===== config.mk =====
export PLATFORM = sky130hd
export DESIGN_NAME = drpcf_cmd_fsm
export DESIGN_NICKNAME = d
export VERILOG_FILES = /design/src/drpcf_pkg.sv /design/src/drpcf_pin_sampler.sv /design/src/drpcf_cmd_fsm.sv
export SDC_FILE = /design/constraint.sdc
export NUM_CORES = 1
export LEC_CHECK = 0
export ABC_AREA = 1
export BUFFER_PORTS_ARGS = -buffer_cell sky130_fd_sc_hd__buf_2
export CAP_MARGIN = 25
export CORE_UTILIZATION = 64
export CTS_BUF_LIST = sky130_fd_sc_hd__clkbuf_2
export CTS_CLUSTER_SIZE = 16
export DETAILED_ROUTE_END_ITERATION = 8
export GPL_TIMING_DRIVEN = 0
export HOLD_SLACK_MARGIN = 0.15
export PLACE_DENSITY = 0.83
export SKIP_LAST_GASP = 1
export SYNTH_ARGS = -nofsm -noshare
export SYNTH_HDL_FRONTEND = slang
export SYNTH_SLANG_ARGS = --single-unit

===== constraint.sdc =====
create_clock -name i_clk_sys -period 2.6 [get_ports i_clk_sys]
set_input_delay 0.13 -clock i_clk_sys [delete_from_list [all_inputs] [get_ports i_clk_sys]]
set_output_delay 0.13 -clock i_clk_sys [all_outputs]
set_load 0.01 [all_outputs]

===== src/drpcf_pkg.sv =====
package drpcf_pkg;

    localparam int NUM_BANKS = 4;
    localparam int ROW_W     = 12;
    localparam int CLK_MHZ   = 100;

    // device timing in ns, turned into system clock cycles (least times round up)
    localparam int T_RFC_NS  = 70;
    localparam int T_RP_NS   = 15;
    localparam int T_RCD_NS  = 15;
    localparam int T_REFI_NS = 7800;

    localparam logic [7:0] RFC_CYC  = 8'((T_RFC_NS * CLK_MHZ + 999) / 1000);
    localparam logic [7:0] RP_CYC   = 8'((T_RP_NS * CLK_MHZ + 999) / 1000);
    localparam logic [7:0] RCD_CYC  = 8'((T_RCD_NS * CLK_MHZ + 999) / 1000);
    localparam logic [9:0] SREF_CYC = 10'(T_REFI_NS * CLK_MHZ / 1000);

    // counts of link clock edges
    localparam logic [7:0] XSR_EDGES   = 8'hC8;
    localparam logic [7:0] BURST_EDGES = 8'h02;

    localparam logic [7:0]       TMR_ZERO = 8'h00;
    localparam logic [7:0]       TMR_ONE  = 8'h01;
    localparam logic [ROW_W-1:0] ROW_RST  = 12'h000;

    typedef enum logic [3:0] {
        CMD_DESEL, CMD_NOP, CMD_ACT, CMD_REF, CMD_MRS, CMD_RD, CMD_WR, CMD_PRE, CMD_BST
    } drpcf_cmd_e;

    typedef enum logic [2:0] {
        MODE_NORMAL, MODE_PDN_PRE, MODE_PDN_ACT, MODE_SREF, MODE_XSR
    } drpcf_mode_e;

    typedef enum logic [2:0] {
        BK_IDLE, BK_ACTIVATING, BK_ACTIVE, BK_READ, BK_WRITE, BK_READ_AP, BK_WRITE_AP, BK_PRECHG
    } drpcf_bank_e;

    typedef struct packed {
        logic       cs_n;
        logic       ras_n;
        logic       cas_n;
        logic       we_n;
        logic       cke;
        logic [1:0] ba;
        logic       a10;
    } drpcf_pins_s;

    typedef struct packed {
        logic       valid;
        logic       cke_prev;
        logic       cke;
        drpcf_cmd_e cmd;
        logic [1:0] ba;
        logic       a10;
    } drpcf_slot_s;

    typedef struct packed {
        drpcf_bank_e st;
        logic [7:0]  tmr;
    } drpcf_bank_s;

endpackage


===== src/drpcf_pin_sampler.sv =====
`timescale 1ns/100ps
module drpcf_pin_sampler
    import drpcf_pkg::*;
(
    input  wire logic        i_clk_sys,
    input  wire logic        i_arst_n,
    input  wire logic        i_ce,
    input  wire logic        i_ck,
    input  wire drpcf_pins_s i_pins,
    output drpcf_slot_s      o_slot
);

    typedef struct packed {
        drpcf_pins_s pins_m;
        drpcf_pins_s pins_s;
        logic        ck_m;
        logic        ck_s;
        logic        ck_p;
        logic        cke_p;
        drpcf_slot_s slot;
    } drpcf_smp_s;

    drpcf_smp_s s_q;
    drpcf_smp_s s_d;

    function automatic drpcf_cmd_e decode(input drpcf_pins_s p);
        drpcf_cmd_e c;
        c = CMD_DESEL;
        if (!p.cs_n)
        begin
            case ({p.ras_n, p.cas_n, p.we_n})
                3'h7:    c = CMD_NOP;
                3'h3:    c = CMD_ACT;
                3'h1:    c = CMD_REF;
                3'h0:    c = CMD_MRS;
                3'h5:    c = CMD_RD;
                3'h4:    c = CMD_WR;
                3'h2:    c = CMD_PRE;
                3'h6:    c = CMD_BST;
                default: c = CMD_DESEL;
            endcase
        end
        return c;
    endfunction

    always_comb
    begin
        s_d            = s_q;
        s_d.pins_m     = i_pins;
        s_d.pins_s     = s_q.pins_m;
        s_d.ck_m       = i_ck;
        s_d.ck_s       = s_q.ck_m;
        s_d.ck_p       = s_q.ck_s;
        s_d.slot.valid = 1'b0;
        // rising link clock edge registers the command
        if (s_q.ck_s && !s_q.ck_p)
        begin
            s_d.slot.valid    = 1'b1;
            s_d.slot.cke_prev = s_q.cke_p;
            s_d.slot.cke      = s_q.pins_s.cke;
            s_d.slot.cmd      = decode(s_q.pins_s);
            s_d.slot.ba       = s_q.pins_s.ba;
            s_d.slot.a10      = s_q.pins_s.a10;
            s_d.cke_p         = s_q.pins_s.cke;
        end
    end

    always_ff @(posedge i_clk_sys or negedge i_arst_n)
    begin
        if (!i_arst_n)
            s_q <= '0;
        else if (i_ce)
            s_q <= s_d;
    end

    assign o_slot = s_q.slot;
endmodule


===== src/drpcf_cmd_fsm.sv =====
`timescale 1ns/100ps
module drpcf_cmd_fsm
    import drpcf_pkg::*;
(
    input  wire logic                    i_clk_sys,
    input  wire logic                    i_arst_n,
    input  wire logic                    i_ce,
    input  wire logic                    i_ck,
    input  wire drpcf_pins_s             i_pins,
    output drpcf_mode_e                  o_mode,
    output drpcf_bank_e [NUM_BANKS-1:0]  o_bank_state,
    output logic [ROW_W-1:0]             o_refresh_row,
    output logic                         o_refresh_busy,
    output logic                         o_illegal,
    output logic                         o_int_clk_en,
    output logic                         o_buf_en
);

    typedef struct packed {
        drpcf_mode_e                 mode;
        drpcf_bank_s [NUM_BANKS-1:0] banks;
        logic [7:0]                  ref_tmr;
        logic                        ref_busy;
        logic [7:0]                  xsr_cnt;
        logic [9:0]                  sref_tmr;
        logic [ROW_W-1:0]            row;
        logic [1:0]                  last_rd;
        logic                        illegal;
        logic                        int_clk_en;
        logic                        buf_en;
    } drpcf_state_s;

    drpcf_state_s s_q;
    drpcf_state_s s_d;
    drpcf_slot_s  slot;
    drpcf_bank_s  bank_d [NUM_BANKS];
    drpcf_bank_e  tgt_st;
    logic         all_idle;
    logic         any_ap;
    logic         pre_all_ok;
    logic         is_nop;
    logic         cmd_ok;
    logic         exec;

    drpcf_pin_sampler u_sampler (
        .i_clk_sys (i_clk_sys),
        .i_arst_n  (i_arst_n),
        .i_ce      (i_ce),
        .i_ck      (i_ck),
        .i_pins    (i_pins),
        .o_slot    (slot)
    );

    // legality of the registered command against bank states
    always_comb
    begin
        all_idle   = 1'b1;
        any_ap     = 1'b0;
        pre_all_ok = 1'b1;
        for (int i = 0; i < NUM_BANKS; i++)
        begin
            all_idle   = all_idle & (s_q.banks[i].st == BK_IDLE);
            any_ap     = any_ap | (s_q.banks[i].st inside {BK_READ_AP, BK_WRITE_AP});
            pre_all_ok = pre_all_ok & !(s_q.banks[i].st inside {BK_ACTIVATING, BK_READ_AP, BK_WRITE_AP});
        end
        tgt_st = s_q.banks[slot.ba].st;
        is_nop = slot.cmd inside {CMD_DESEL, CMD_NOP};
        case (slot.cmd)
            CMD_DESEL, CMD_NOP: cmd_ok = 1'b1;
            CMD_ACT:            cmd_ok = tgt_st == BK_IDLE;
            CMD_RD:             cmd_ok = (tgt_st inside {BK_ACTIVE, BK_READ, BK_WRITE}) && !any_ap;
            CMD_WR:             cmd_ok = (tgt_st inside {BK_ACTIVE, BK_WRITE}) && !any_ap;
            CMD_PRE:            cmd_ok = slot.a10 ? pre_all_ok
                                         : !(tgt_st inside {BK_ACTIVATING, BK_READ_AP, BK_WRITE_AP});
            CMD_REF, CMD_MRS:   cmd_ok = all_idle;
            CMD_BST:            cmd_ok = s_q.banks[s_q.last_rd].st == BK_READ;
            default:            cmd_ok = 1'b0;
        endcase
        if (s_q.ref_busy && !is_nop)
            cmd_ok = 1'b0;
        exec = slot.valid && (s_q.mode == MODE_NORMAL) && slot.cke_prev && slot.cke && cmd_ok;
    end

    for (genvar g = 0; g < NUM_BANKS; g++)
    begin : g_bank
        drpcf_bank_s nb;
        logic        tgt;
        logic        bursting;

        always_comb
        begin
            nb       = s_q.banks[g];
            tgt      = slot.ba == 2'(g);
            bursting = nb.st inside {BK_READ, BK_WRITE, BK_READ_AP, BK_WRITE_AP};
            if (nb.tmr != TMR_ZERO && (!bursting || slot.valid))
                nb.tmr = nb.tmr - TMR_ONE;
            if (nb.tmr == TMR_ZERO)
            begin
                case (nb.st)
                    BK_ACTIVATING, BK_READ, BK_WRITE: nb.st = BK_ACTIVE;
                    BK_PRECHG:                        nb.st = BK_IDLE;
                    BK_READ_AP, BK_WRITE_AP:
                    begin
                        nb.st  = BK_PRECHG;
                        nb.tmr = RP_CYC;
                    end
                    default:                          nb.st = nb.st;
                endcase
            end
            if (exec)
            begin
                case (slot.cmd)
                    CMD_ACT:
                    if (tgt)
                    begin
                        nb.st  = BK_ACTIVATING;
                        nb.tmr = RCD_CYC;
                    end
                    // new bursts replace the running one
                    CMD_RD, CMD_WR:
                    if (tgt)
                    begin
                        nb.st  = (slot.cmd == CMD_RD) ? (slot.a10 ? BK_READ_AP : BK_READ)
                                 : (slot.a10 ? BK_WRITE_AP : BK_WRITE);
                        nb.tmr = BURST_EDGES;
                    end
                    CMD_PRE:
                    if ((tgt || slot.a10) && s_q.banks[g].st != BK_IDLE)
                    begin
                        nb.st  = BK_PRECHG;
                        nb.tmr = RP_CYC;
                    end
                    CMD_BST:
                    if (s_q.last_rd == 2'(g))
                    begin
                        nb.st  = BK_ACTIVE;
                        nb.tmr = TMR_ZERO;
                    end
                    default: nb.st = nb.st;
                endcase
            end
        end

        assign bank_d[g] = nb;
    end

    always_comb
    begin
        s_d         = s_q;
        s_d.illegal = 1'b0;
        for (int i = 0; i < NUM_BANKS; i++)
            s_d.banks[i] = bank_d[i];
        if (s_q.ref_tmr != TMR_ZERO)
            s_d.ref_tmr = s_q.ref_tmr - TMR_ONE;
        // internal row counter advances per refresh
        if (exec && slot.cmd == CMD_REF)
        begin
            s_d.row     = s_q.row + ROW_W'(1);
            s_d.ref_tmr = RFC_CYC;
        end
        if (exec && slot.cmd == CMD_RD)
            s_d.last_rd = slot.ba;
        // self refresh timed without the link clock
        if (s_q.mode == MODE_SREF)
        begin
            if (s_q.sref_tmr == 10'h000)
            begin
                s_d.row      = s_q.row + ROW_W'(1);
                s_d.sref_tmr = SREF_CYC;
            end
            else
                s_d.sref_tmr = s_q.sref_tmr - 10'h001;
        end
        if (slot.valid)
        begin
            case (s_q.mode)
                MODE_NORMAL:
                if (slot.cke_prev && !slot.cke)
                begin
                    if (slot.cmd == CMD_REF && all_idle && !s_q.ref_busy)
                    begin
                        s_d.mode     = MODE_SREF;
                        s_d.sref_tmr = SREF_CYC;
                    end
                    else if (is_nop)
                        s_d.mode = all_idle ? MODE_PDN_PRE : MODE_PDN_ACT;
                    else
                        s_d.illegal = 1'b1;
                end
                else
                    s_d.illegal = slot.cke_prev ? !cmd_ok : !is_nop;
                MODE_PDN_PRE, MODE_PDN_ACT:
                if (slot.cke)
                begin
                    s_d.mode    = MODE_NORMAL;
                    s_d.illegal = !is_nop;
                end
                MODE_SREF:
                if (slot.cke)
                begin
                    s_d.mode    = MODE_XSR;
                    s_d.xsr_cnt = XSR_EDGES;
                    s_d.illegal = !is_nop;
                end
                MODE_XSR:
                begin
                    s_d.illegal = !is_nop;
                    s_d.xsr_cnt = s_q.xsr_cnt - TMR_ONE;
                    if (s_q.xsr_cnt <= TMR_ONE)
                        s_d.mode = MODE_NORMAL;
                end
                default: s_d.mode = MODE_NORMAL;
            endcase
        end
        s_d.ref_busy   = s_d.ref_tmr != TMR_ZERO;
        s_d.int_clk_en = s_d.mode != MODE_SREF;
        s_d.buf_en     = !(s_d.mode inside {MODE_PDN_PRE, MODE_PDN_ACT, MODE_SREF});
    end

    always_ff @(posedge i_clk_sys or negedge i_arst_n)
    begin
        if (!i_arst_n)
        begin
            s_q            <= '0;
            s_q.row        <= ROW_RST;
            s_q.int_clk_en <= 1'b1;
            s_q.buf_en     <= 1'b1;
        end
        else if (i_ce)
            s_q <= s_d;
    end

    always_comb
    begin
        for (int i = 0; i < NUM_BANKS; i++)
            o_bank_state[i] = s_q.banks[i].st;
    end

    assign o_mode         = s_q.mode;
    assign o_refresh_row  = s_q.row;
    assign o_refresh_busy = s_q.ref_busy;
    assign o_illegal      = s_q.illegal;
    assign o_int_clk_en   = s_q.int_clk_en;
    assign o_buf_en       = s_q.buf_en;
endmodule


## Word-level counts from Yosys, hierarchy flattened

Memory sizes are Yosys's and may differ from the RTL's.
Cells that the tools add are included.

- Memories: 1
- Register bits: 120
- Input port bits: 12
- Output and inout bits: 31
- Bits in read-only memories: 32

- Reduce and logical (&&, ||, !) cells: 103
- Magnitude comparators: 3
- Multiplexer cells: 84
- Bitwise operators: 9
- Eq/ne operators: 54
- $add $sub $neg: 8

Memories:

| memory | depth | width | read ports | clocked after Yosys merged registers in | write ports | line | RTL |
|---|---|---|---|---|---|---|---|
| (name not given) | 8 | 4 | 1 | 0 | 0 | drpcf_pin_sampler.sv:31 | `case ({p.ras_n, p.cas_n, p.we_n})` |

Operators by type and width:

| kind | number |
|---|---|
| 11-bit 2-to-1 mux | 26 |
| 8-bit one-hot mux with 4 select lines | 4 |
| 8-bit 2-to-1 mux | 11 |
| 3-bit == test (second input constant) | 20 |
| 10-bit 2-to-1 mux | 6 |
| 3-bit one-hot mux with 4 select lines | 5 |
| 8-bit nonzero test | 6 |
| 8-bit by 1-bit subtractor with 8-bit output (second input constant) | 6 |
| 11-bit binary-select mux with 2-bit select | 2 |
| 3-bit one-hot mux with 3 select lines | 4 |
| 3-bit by 2-bit == test with 1-bit output (second input constant) | 11 |
| 3-bit nonzero test | 11 |
| 8-bit zero test | 4 |
| 3-bit 2-to-1 mux | 9 |
| 12-bit 2-to-1 mux | 2 |
| 22-bit 2-to-1 mux | 1 |
| 3-bit by 1-bit == test with 1-bit output (second input constant) | 7 |
| 1-bit logical AND | 21 |
| 3-bit zero test | 6 |
| 4-bit by 3-bit == test with 1-bit output (second input constant) | 4 |
| 1-bit zero test | 16 |
| 8-bit one-hot mux with 2 select lines | 1 |
| 4-bit nonzero test | 4 |
| 2-bit OR reduction | 8 |
| other kinds (26) | 66 |

## Depth between registers and ports, before layout

Gate-level depths: netlist of run 1.

- Depth in word-level cells: 18
- Mapped depth: 19
- Mapped depth without buffers: 19

## Cells and area by module

Synthesis of run 1 repeated with hierarchy kept, for this count alone.

- Cell total of the unflattened synthesis: 1,401
- Area, all modules: 9,047.4 sq um

Modules (own cells, without submodules):

| module | cells an instance | area each (sq um) | instances |
|---|---|---|---|
| drpcf_cmd_fsm | 1,264 | 7,770.0 | 1 |
| drpcf_pin_sampler | 137 | 1,277.5 | 1 |

## Worst setup path after synthesis of run 1

No wires, ideal clock.

- Kind: register -> register
- Start: reg s_q[44] (netlist bit)
- End: reg s_q (netlist bit o_bank_state[0])
- Buffers on the path: 0
- Path slack: 0.521 ns
- Data required time: 2.482 ns
- Stages on the path, launching flop included: 18
- Arrival time: 1.961 ns
- Period minus slack after synthesis: 2.079 ns
- Cells stage by stage: dfrtp_1 > inv_1 > ha_1 > nand2_1 > inv_1 > nand2_1 > nand2_2 > nand2_1 > o21ai_2 > nand2_1 > nor2_1 > nand2_1 > nand2_1 > nand3_1 > nand2_1 > nand3_1 > nand3_1 > nand2_1

- Cells in the longest elaborated chain, start to end: 8

Ends and longest elaborated chain:

| item | line | RTL |
|---|---|---|
| start, declared | drpcf_cmd_fsm.sv:33 | `drpcf_state_s s_q;` |
| branches (longest 2 deep; another with 8-bit by 1-bit subtractor with 8-bit output) | -- |  |
| 8-bit 2-to-1 mux * | drpcf_cmd_fsm.sv:95 | `if (nb.tmr != TMR_ZERO && (!bursting \|\| slot.valid))` |
| 8-bit zero test * | drpcf_cmd_fsm.sv:97 | `if (nb.tmr == TMR_ZERO)` |
| 11-bit 2-to-1 mux * | drpcf_cmd_fsm.sv:97 |  |
| 11-bit 2-to-1 mux (on tied branches) | -- |  |
| 3-bit one-hot mux with 4 select lines | drpcf_cmd_fsm.sv:112 | `case (slot.cmd)` |
| 11-bit 2-to-1 mux * | drpcf_cmd_fsm.sv:110 | `if (exec)` |

Mark *: on every way between the ends.
A chain may end at the register's enable or synchronous reset.

## Worst setup path in the final report of run 1

- Start: reg u_sampler.s_q (netlist bit u_sampler.o_slot[5])
- End: reg s_q[55] (netlist bit)

- Cells in the longest elaborated chain, start to end: 7

Ends and longest elaborated chain:

| item | line | RTL |
|---|---|---|
| start, declared | drpcf_pin_sampler.sv:23 | `drpcf_smp_s s_q;` |
| start signal, assigned | drpcf_pin_sampler.sv:71 | `s_q <= '0;` |
| start signal, assigned | drpcf_pin_sampler.sv:73 | `s_q <= s_d;` |
| branches (longest 6 deep; another with 1-bit one-hot mux with 7 select lines) | -- |  |
| 11-bit 2-to-1 mux * | drpcf_cmd_fsm.sv:110 |  |

Marks and branches as above.

==> flow_results.org, run 1 <==
** Synth
- Share of synthesized area occupied by flip-flops and latches :: a little over a third
- Net count after synthesis :: between 1,000 and 1,500
- Largest cells by area after synthesis :: dfrtp_1 34%, nand2_1 18%, inv_1 6.7%, nand3_1 6.5%, nor2_1 6.2%
- Main flop type after synthesis :: dfrtp_1
- During synthesis, Yosys emitted a total of 0 warnings.
- After synthesis, the mean cell area works out to approximately 6.5 µm².
- Share of the synthesized area in the top cell type :: 34.1%
- Post-synth top area cell :: dfrtp_1
- Count of different cell masters after synthesis :: 42
- Counting flops with a built-in enable in the synthesized netlist gives 0.
- Synthesis-stage register bit count :: 120
- The mapped netlist covers 8650 µm².
- Proportion of register bits with asynchronous set or reset after synthesis :: 100%
- The cell count after synthesis came out at roughly 1,300.

** CTS
- The clock net in this run drives a total of 120 sinks.
- Clock slew at reported path FFs :: ~0.2 ns
- The H-tree was split into 4 levels.
- Source-to-sink clock delay at the later pin of the worst-skew pair :: around 0.75 ns
- CTS Buf Count :: 17
- Cell at the root of the clock tree :: clkbuf_2
- TritonCTS clock tree :: done
- CTS max path bufs :: 2

** Timing
- The total count of hold-check failures in the final report is 0.
- The tightest hold path in the finished design has a slack of approximately 0.26 ns.
- Setup TNS :: 0 ns
- Final clock skew :: 0.0222 ns
- Pins over their slew limit :: 0
- For the pin with the worst max-slew slack, the measured transition is slightly below 0.9 ns.
- In this run the tightest slew margin relative to its limit is 42.4%.
- Setup repair after global routing could not meet its margin everywhere.
- The smallest clock period supported by the final layout is computed as approximately 2.5 ns.
- Final-report setup violation count :: 0
- In the finished design, the share of the clock period the worst path needs comes to approximately 97%.
- Max Freq :: a little under 400 MHz

** Floorplan
- Io pins :: 43
- Die X :: 118 µm
- The initial utilization of the core area, before any placement, comes to roughly 66%.
- Die height :: ~120 µm
- The die covers 14,000 µm².
- Number of core rows :: 42
- In this run the standard cell core region covers about 13,000 µm².

** Drt
- After detailed routing, the number of vias per cell comes to roughly 5.7.
- After the first detailed-routing iteration, the DRC count stood at about 850.
- Post-DR wirelength/cell :: about 16 µm
- Via count :: 9,255
- The count of nets left with antenna violations once routing finished came out at 0.
- Detailed-router iteration count before antenna repair :: 8
- The final layout contains routed wiring with a total length of approximately 26,000 µm.
- Number of design rule violations left after detail routing :: 0

** Finish
- Area used by multi-input combinational logic :: 4780 µm²
- Final instance count without filler cells :: 1,610
- The filler cells instantiated in the layout total 1,105.
- In the layout the commonest cells are 416 x nand2_1, 150 x inv_1, 127 x nor2_1.
- Combined flip-flop and latch cell area :: between 3000 and 4000 µm²
- Most common cell after layout, fill and taps aside :: nand2_1
- Relative to the synthesized area, the layout overhead comes to 13.2%.
- Nets@finish :: 1,447
- The number of antenna diodes in the final layout is 0.
- Cells with a size suffix above 1 make up a little over an eighth of the layout.

** Critical path
- The critical path is of the reg -> reg type.
- The worst register-to-register path has a setup slack of 0.09 ns.
- Data required time at the worst endpoint :: approximately 3.2 ns
- Setup crit start kind :: flop
- Arrival time at the worst endpoint :: about 3.1 ns
- In this run the worst path has a maximum fanout of 10.
- Critical path capture point type :: flop

** Placement
- At the end of routability-driven placement, the weighted congestion stood at between 0.9 and 1.
- Post-DP HPWL :: ~18,000 µm
- Cell total after placement :: ~1,500
- Count of input and output buffers :: 42

** GRT
- Total Routing Usage GR :: approximately two fifths
- Maximum number of pins on one net before global-route repair :: 63
- The initial antenna violation count came to 0.
- Wire length of the first global-routing pass :: 42,300 µm
- The number of global-route vias before repair is just under 9,000.
- The total overflow left after global routing is 0.

** Worst hold path
- The path class of the tightest hold or removal check is in -> reg.

** Power and ir drop
- Power density cells :: just under 1000 nW/µm²
- Max VDD drop :: 613 µV
- Leakage power :: between 5 and 6 nW

** Job
- Max cap viols :: 0

** Outcome
- The run finished with clean final reports.
[report_power, final]
part	total [mW]	leakage [nW]	switching [mW]	internal [mW]
sequential	3.16	1.46	0.692	2.46
clock	1.42	0.160	0.849	0.569
combinational	4.99	3.45	3.21	1.78
[flip-flops by register name (all words and copies together) (netlist names)]
name,count
s_q,60
o_bank_state,12
o_refresh_row,12
u_sampler.s_d,10
u_sampler.s_q,10
u_sampler.o_slot,9
o_mode,3
o_buf_en,1
o_illegal,1
o_int_clk_en,1
o_refresh_busy,1
[final timing paths]
check,start,endpoint,cells after the start
min in group asynchronous,i_arst_n,o_buf_en,3
worst min register to register,u_sampler.s_d[15],u_sampler.s_d[15],2
max in group asynchronous,i_arst_n,o_bank_state[0],4
worst max register to register,u_sampler.o_slot[5],s_q[55],11
worst min-delay path,i_ce,u_sampler.s_q[11],4
worst max-delay path,u_sampler.o_slot[5],s_q[55],11
[worst max-delay path, cell delays in order (launching register included)]
cell and delay (ns):
dfrtp_1 0.40, inv_1 0.10, nor2_2 0.20, inv_1 0.08, nor3_2 0.17, buf_4 0.23, nor2_1 0.14, nand2_2 0.21
nand4_4 0.22, buf_4 0.20, nor2_2 0.30, o22ai_1 0.13
[synthesized netlist by cell type, types with 8 or more instances]
cell type and number:
nand3_1 112, ha_1 14, nand4_1 13, nor2_2 8
inv_2 13, xor2_1 22, clkbuf_1 16, nand2_1 417
o22ai_1 16, nor2_1 142, a21oi_1 43, o211ai_1 8
o21ai_0 102, inv_1 154, nor3_1 15, o21ai_1 17
xnor2_1 11, buf_4 31, o31ai_1 10, dfrtp_1 118
[metal layers]
metal / routed length [µm] / up-vias / global-route usage [%]
li1: - / 4471 / -
met1: 10800 / 4254 / 49.2
met2: 11900 / 440 / 60.4
met3: 2130 / 90 / 7.92
met4: 1360 / 0 / 25.1
met5: 0 / - / 0
[cell type report]
type | count | share of cell area, %
Inverter | 167 | 6.40
Tap cell | 176 | 2.25
Timing Repair Buffer | 71 | 5.38
Multi-Input combinational cell | 987 | 48.8
Buffer | 56 | 3.47
Timing Repair inverter | 1 | 0.0511
Clock inverter | 14 | 1.93
Sequential cell | 120 | 30.8
Clock buffer | 18 | 0.920
[cells by family (layout without fill, tap and decap cells)]
logic type | after synthesis | in the layout | share of synthesized area [%]
AO/OA/AOI/OAI | 212 | 212 | 13.6
XOR/XNOR | 33 | 33 | 3.34
adder cells (fa/ha/maj) | 14 | 14 | 2.02
buffers and inverters | 223 | 327 | 11.1
flip-flops | 120 | 120 | 34.7
AND/OR/NAND/NOR | 728 | 728 | 35.2
[timing repair]
action,CTS,global route
gates resized for setup,2,45
endpoints found under the setup margin,4,64
cloned,0,1
endpoints found under the hold margin,162,0
hold buffers,22,0
pin swaps,0,2
setup buffers,0,6
[metrics by stage]
step	cell area (µm²)	worst slack (ns)	utilization (%)	total power, mW
2_1_floorplan	8650	0.521	-	6.62
3_3_place_gp	9080	-0.109	68.9	7.67
3_5_place_dp	9120	0.00552	69.1	7.81
4_1_cts	9640	0.00605	73.1	9.26
5_1_grt	9790	-0.0877	74.3	10.4
6_report	9790	0.0860	74.3	9.56
No activity file was read; power rests on OpenSTA's default activity.
==> run 2: changes to the inputs <==
Settings changed: CELL_PAD_IN_SITES_DETAIL_PLACEMENT set to 1, CELL_PAD_IN_SITES_GLOBAL_PLACEMENT set to 2, CORE_UTILIZATION 64 to 36, HOLD_SLACK_MARGIN 0.15 to 0.1, PLACE_DENSITY 0.83 to not set, PLACE_DENSITY_LB_ADDON set to 0.1.
==> flow_results.org, run 2 (synthesized netlist as in run 1, its figures left out) <==
** Outcome
- The flow ran to the end, and the final reports show no timing, DRC or antenna violations.

** Timing
- Worst-margin pin slew :: 0.970 ns
- Rel. slew slack :: 35.3%
- Count of final hold-check violations :: 0
- Max Freq :: 398 MHz
- Subtracting the final worst setup slack from the clock period gives about 2.5 ns.
- The max-slew violation total from the final report was 0.
- Adding up every negative setup slack in the final design gives 0 ns.
- In the finished design, the share of the clock period the worst path needs comes to a little over nine tenths.
- Clock skew on the completed layout was measured at ~0.041 ns.
- Setup violations remaining at the end of the flow were counted as 0.
- Setup repair after global routing missed its margin :: yes

** Finish
- The top cell types in the final layout, fill and taps aside, are 410 x nand2_1, 151 x inv_1, 120 x nor2_1.
- After routing the design area is between 10,000 and 15,000 µm².
- Leaving out fill and tap cells, the most frequent cell in the layout is nand2_1.
- Fraction of layout cells with a size suffix above 1 :: ~16%
- Ranked by flip-flop count, first place goes to s_q.
- Number of flip-flops in the largest register :: 60
- Compared with the post-synthesis result, the final layout area differs by 17.8%.
- For this run, the post-layout net count is roughly 1,500.
- Post-layout utilization of the core :: 43.3%

** Floorplan
- The initialized floorplan defines 56 standard-cell rows.
- For this configuration, the core starts out at a cell density of approximately 37%.
- The die is 157 µm tall.
- The floorplan step set the die width to between 150 and 200 µm.
- Io pins :: between 40 and 50
- Core area :: 23,500 µm²
- Area enclosed by the die boundary :: around 25,000 µm²

** Drt
- Post-DR wirelength/cell :: ~18 µm
- WL final :: just over 30,000 µm
- Average via count per standard cell :: slightly above 5
- Detailed-router iteration count before antenna repair :: 6
- After the first detailed-routing iteration, the DRC count stood at 503.
- Via count :: 9,109
- The detail route stage leaves a number of antenna-violating nets equal to 0.
- Number of design rule violations left after detail routing :: 0

** CTS
- Cell at the root of the clock tree :: clkbuf_2
- The clock reaches the later pin of the worst-skew pair after 0.77 ns.
- CTS max path bufs :: 2
- Clock-pin slew was measured on the worst setup and hold paths at 0.24 ns.
- The clock net in this run drives a total of 120 sinks.
- TritonCTS clock tree :: done
- CTS Buf Count :: 17
- CTS built an H-tree with a depth of 4.

** Power and ir drop
- Dividing total power by cell area gives a power density of 962 nW/µm².
- VDD sags by at most about 390 µV.
- Summing internal, switching and leakage power gives between 9 and 10 mW.
- Leakage power :: 5.14 nW

** GRT
- The initial antenna violation count came to 1.
- Global route total overflow :: 0
- Wire length of the first global-routing pass :: approximately 50,000 µm
- Number of global-route vias before repair :: 9,023
- In the global route stage, overall resource usage came out at roughly a quarter.
- Maximum number of pins on one net before global-route repair :: 77

** Critical path
- The worst setup path is launched from a flop.
- The critical path is of the reg -> reg type.
- At the worst endpoint, the arrival time is about 3.2 ns.
- Critical path capture point type :: flop
- Data required time at the worst endpoint :: roughly 3.3 ns
- Of all nets on the critical path, the largest fanout is 10.

** Placement
- The placed instances occupy a cell area of slightly above 9000 µm².
- Routability-driven placement congestion ratio :: ~0.9
- Post-DP HPWL :: approximately 23,000 µm
- In this run the tool buffered the top-level ports with 42 buffer cells.

** Job
- Max cap viols :: 0

** Worst hold path
- Classification of the worst-slack hold path :: in -> reg
run 2: cell count changes in the layout (fill, tap and decap cells not counted), sizes merged, moves of 2 or more:
cell and change:
clkinv -2, buf +11, bufinv -2, inv +4
run 2: where the power goes:
group | switching (mW) | internal (mW) | leakage (nW) | total (mW)
Sequential | 0.678 | 2.46 | 1.46 | 3.14
Combinational | 3.40 | 1.91 | 3.54 | 5.31
Clock | 0.965 | 0.391 | 0.142 | 1.36
Total | 5.04 | 4.77 | 5.14 | 9.81
run 2: what timing repair did:
| action | in CTS | in global routing |
|---|---|---|
| endpoints found under the hold margin | 155 | 0 |
| pin swaps | 1 | 6 |
| setup buffers | 0 | 19 |
| resized for setup | 17 | 73 |
| gates cloned | 0 | 2 |
| hold buffers | 21 | 0 |
| endpoints found under the setup margin | 46 | 58 |
run 2: worst paths after layout:
path                                          start           endpoint  slack [ns]  cells past startpoint
worst max-delay path            u_sampler.o_slot[4]            s_q[84]        0.09                     11
worst min-delay path                      i_pins[2]  u_sampler.s_d[16]        0.17                      4
worst max register to register  u_sampler.o_slot[4]            s_q[84]        0.09                     11
worst min register to register             o_buf_en           o_buf_en        0.49                      2
max in group asynchronous                  i_arst_n    o_bank_state[8]        1.73                      4
min in group asynchronous                  i_arst_n           o_buf_en        0.41                      3
run 2: per-stage QoR:
stage,hold WS (ns),setup WS (ns),cells
after floorplan,-0.166,0.521,1330
after global placement,0.330,-0.402,1691
after detailed placement,0.107,-0.252,1692
after CTS,0.110,-0.0238,1745
after global routing,0.168,-0.0751,1767
final,0.167,0.0856,1767
run 2: worst max-delay path: stages, from the launching register on:
cell     delay (ns)
dfrtp_1        0.47
nor2_1         0.21
nand3_1        0.19
inv_1          0.31
nor2_1         0.22
nand2_4        0.17
nand4_4        0.21
inv_2          0.13
buf_6          0.16
nand2_1        0.11
o21ai_1        0.16
o21ai_1        0.08
run 2: area by class of cell:
type                       instances  area, µm²
antenna                            1       2.50
tap                              319        399
inverter                         167        632
timing repair inverter             1       7.51
fill                            3163      13400
multi-input combinational        988       4920
clock inverter                    15        158
buffer                            56        357
sequential                       120       3020
timing repair buffer              83        614
clock buffer                      17       85.1
run 2: routing by layer:
metal | part of all wire, % | track usage, % | wire (µm) | up-vias
met4 | 2.8 | 9.80 | 876 | 0
li1 | - | - | - | 4487
met5 | 0 | 0 | 0 | -
met1 | 47 | 34.6 | 14400 | 4435
met3 | 2.6 | 2.97 | 801 | 42
met2 | 48 | 42.9 | 14800 | 145
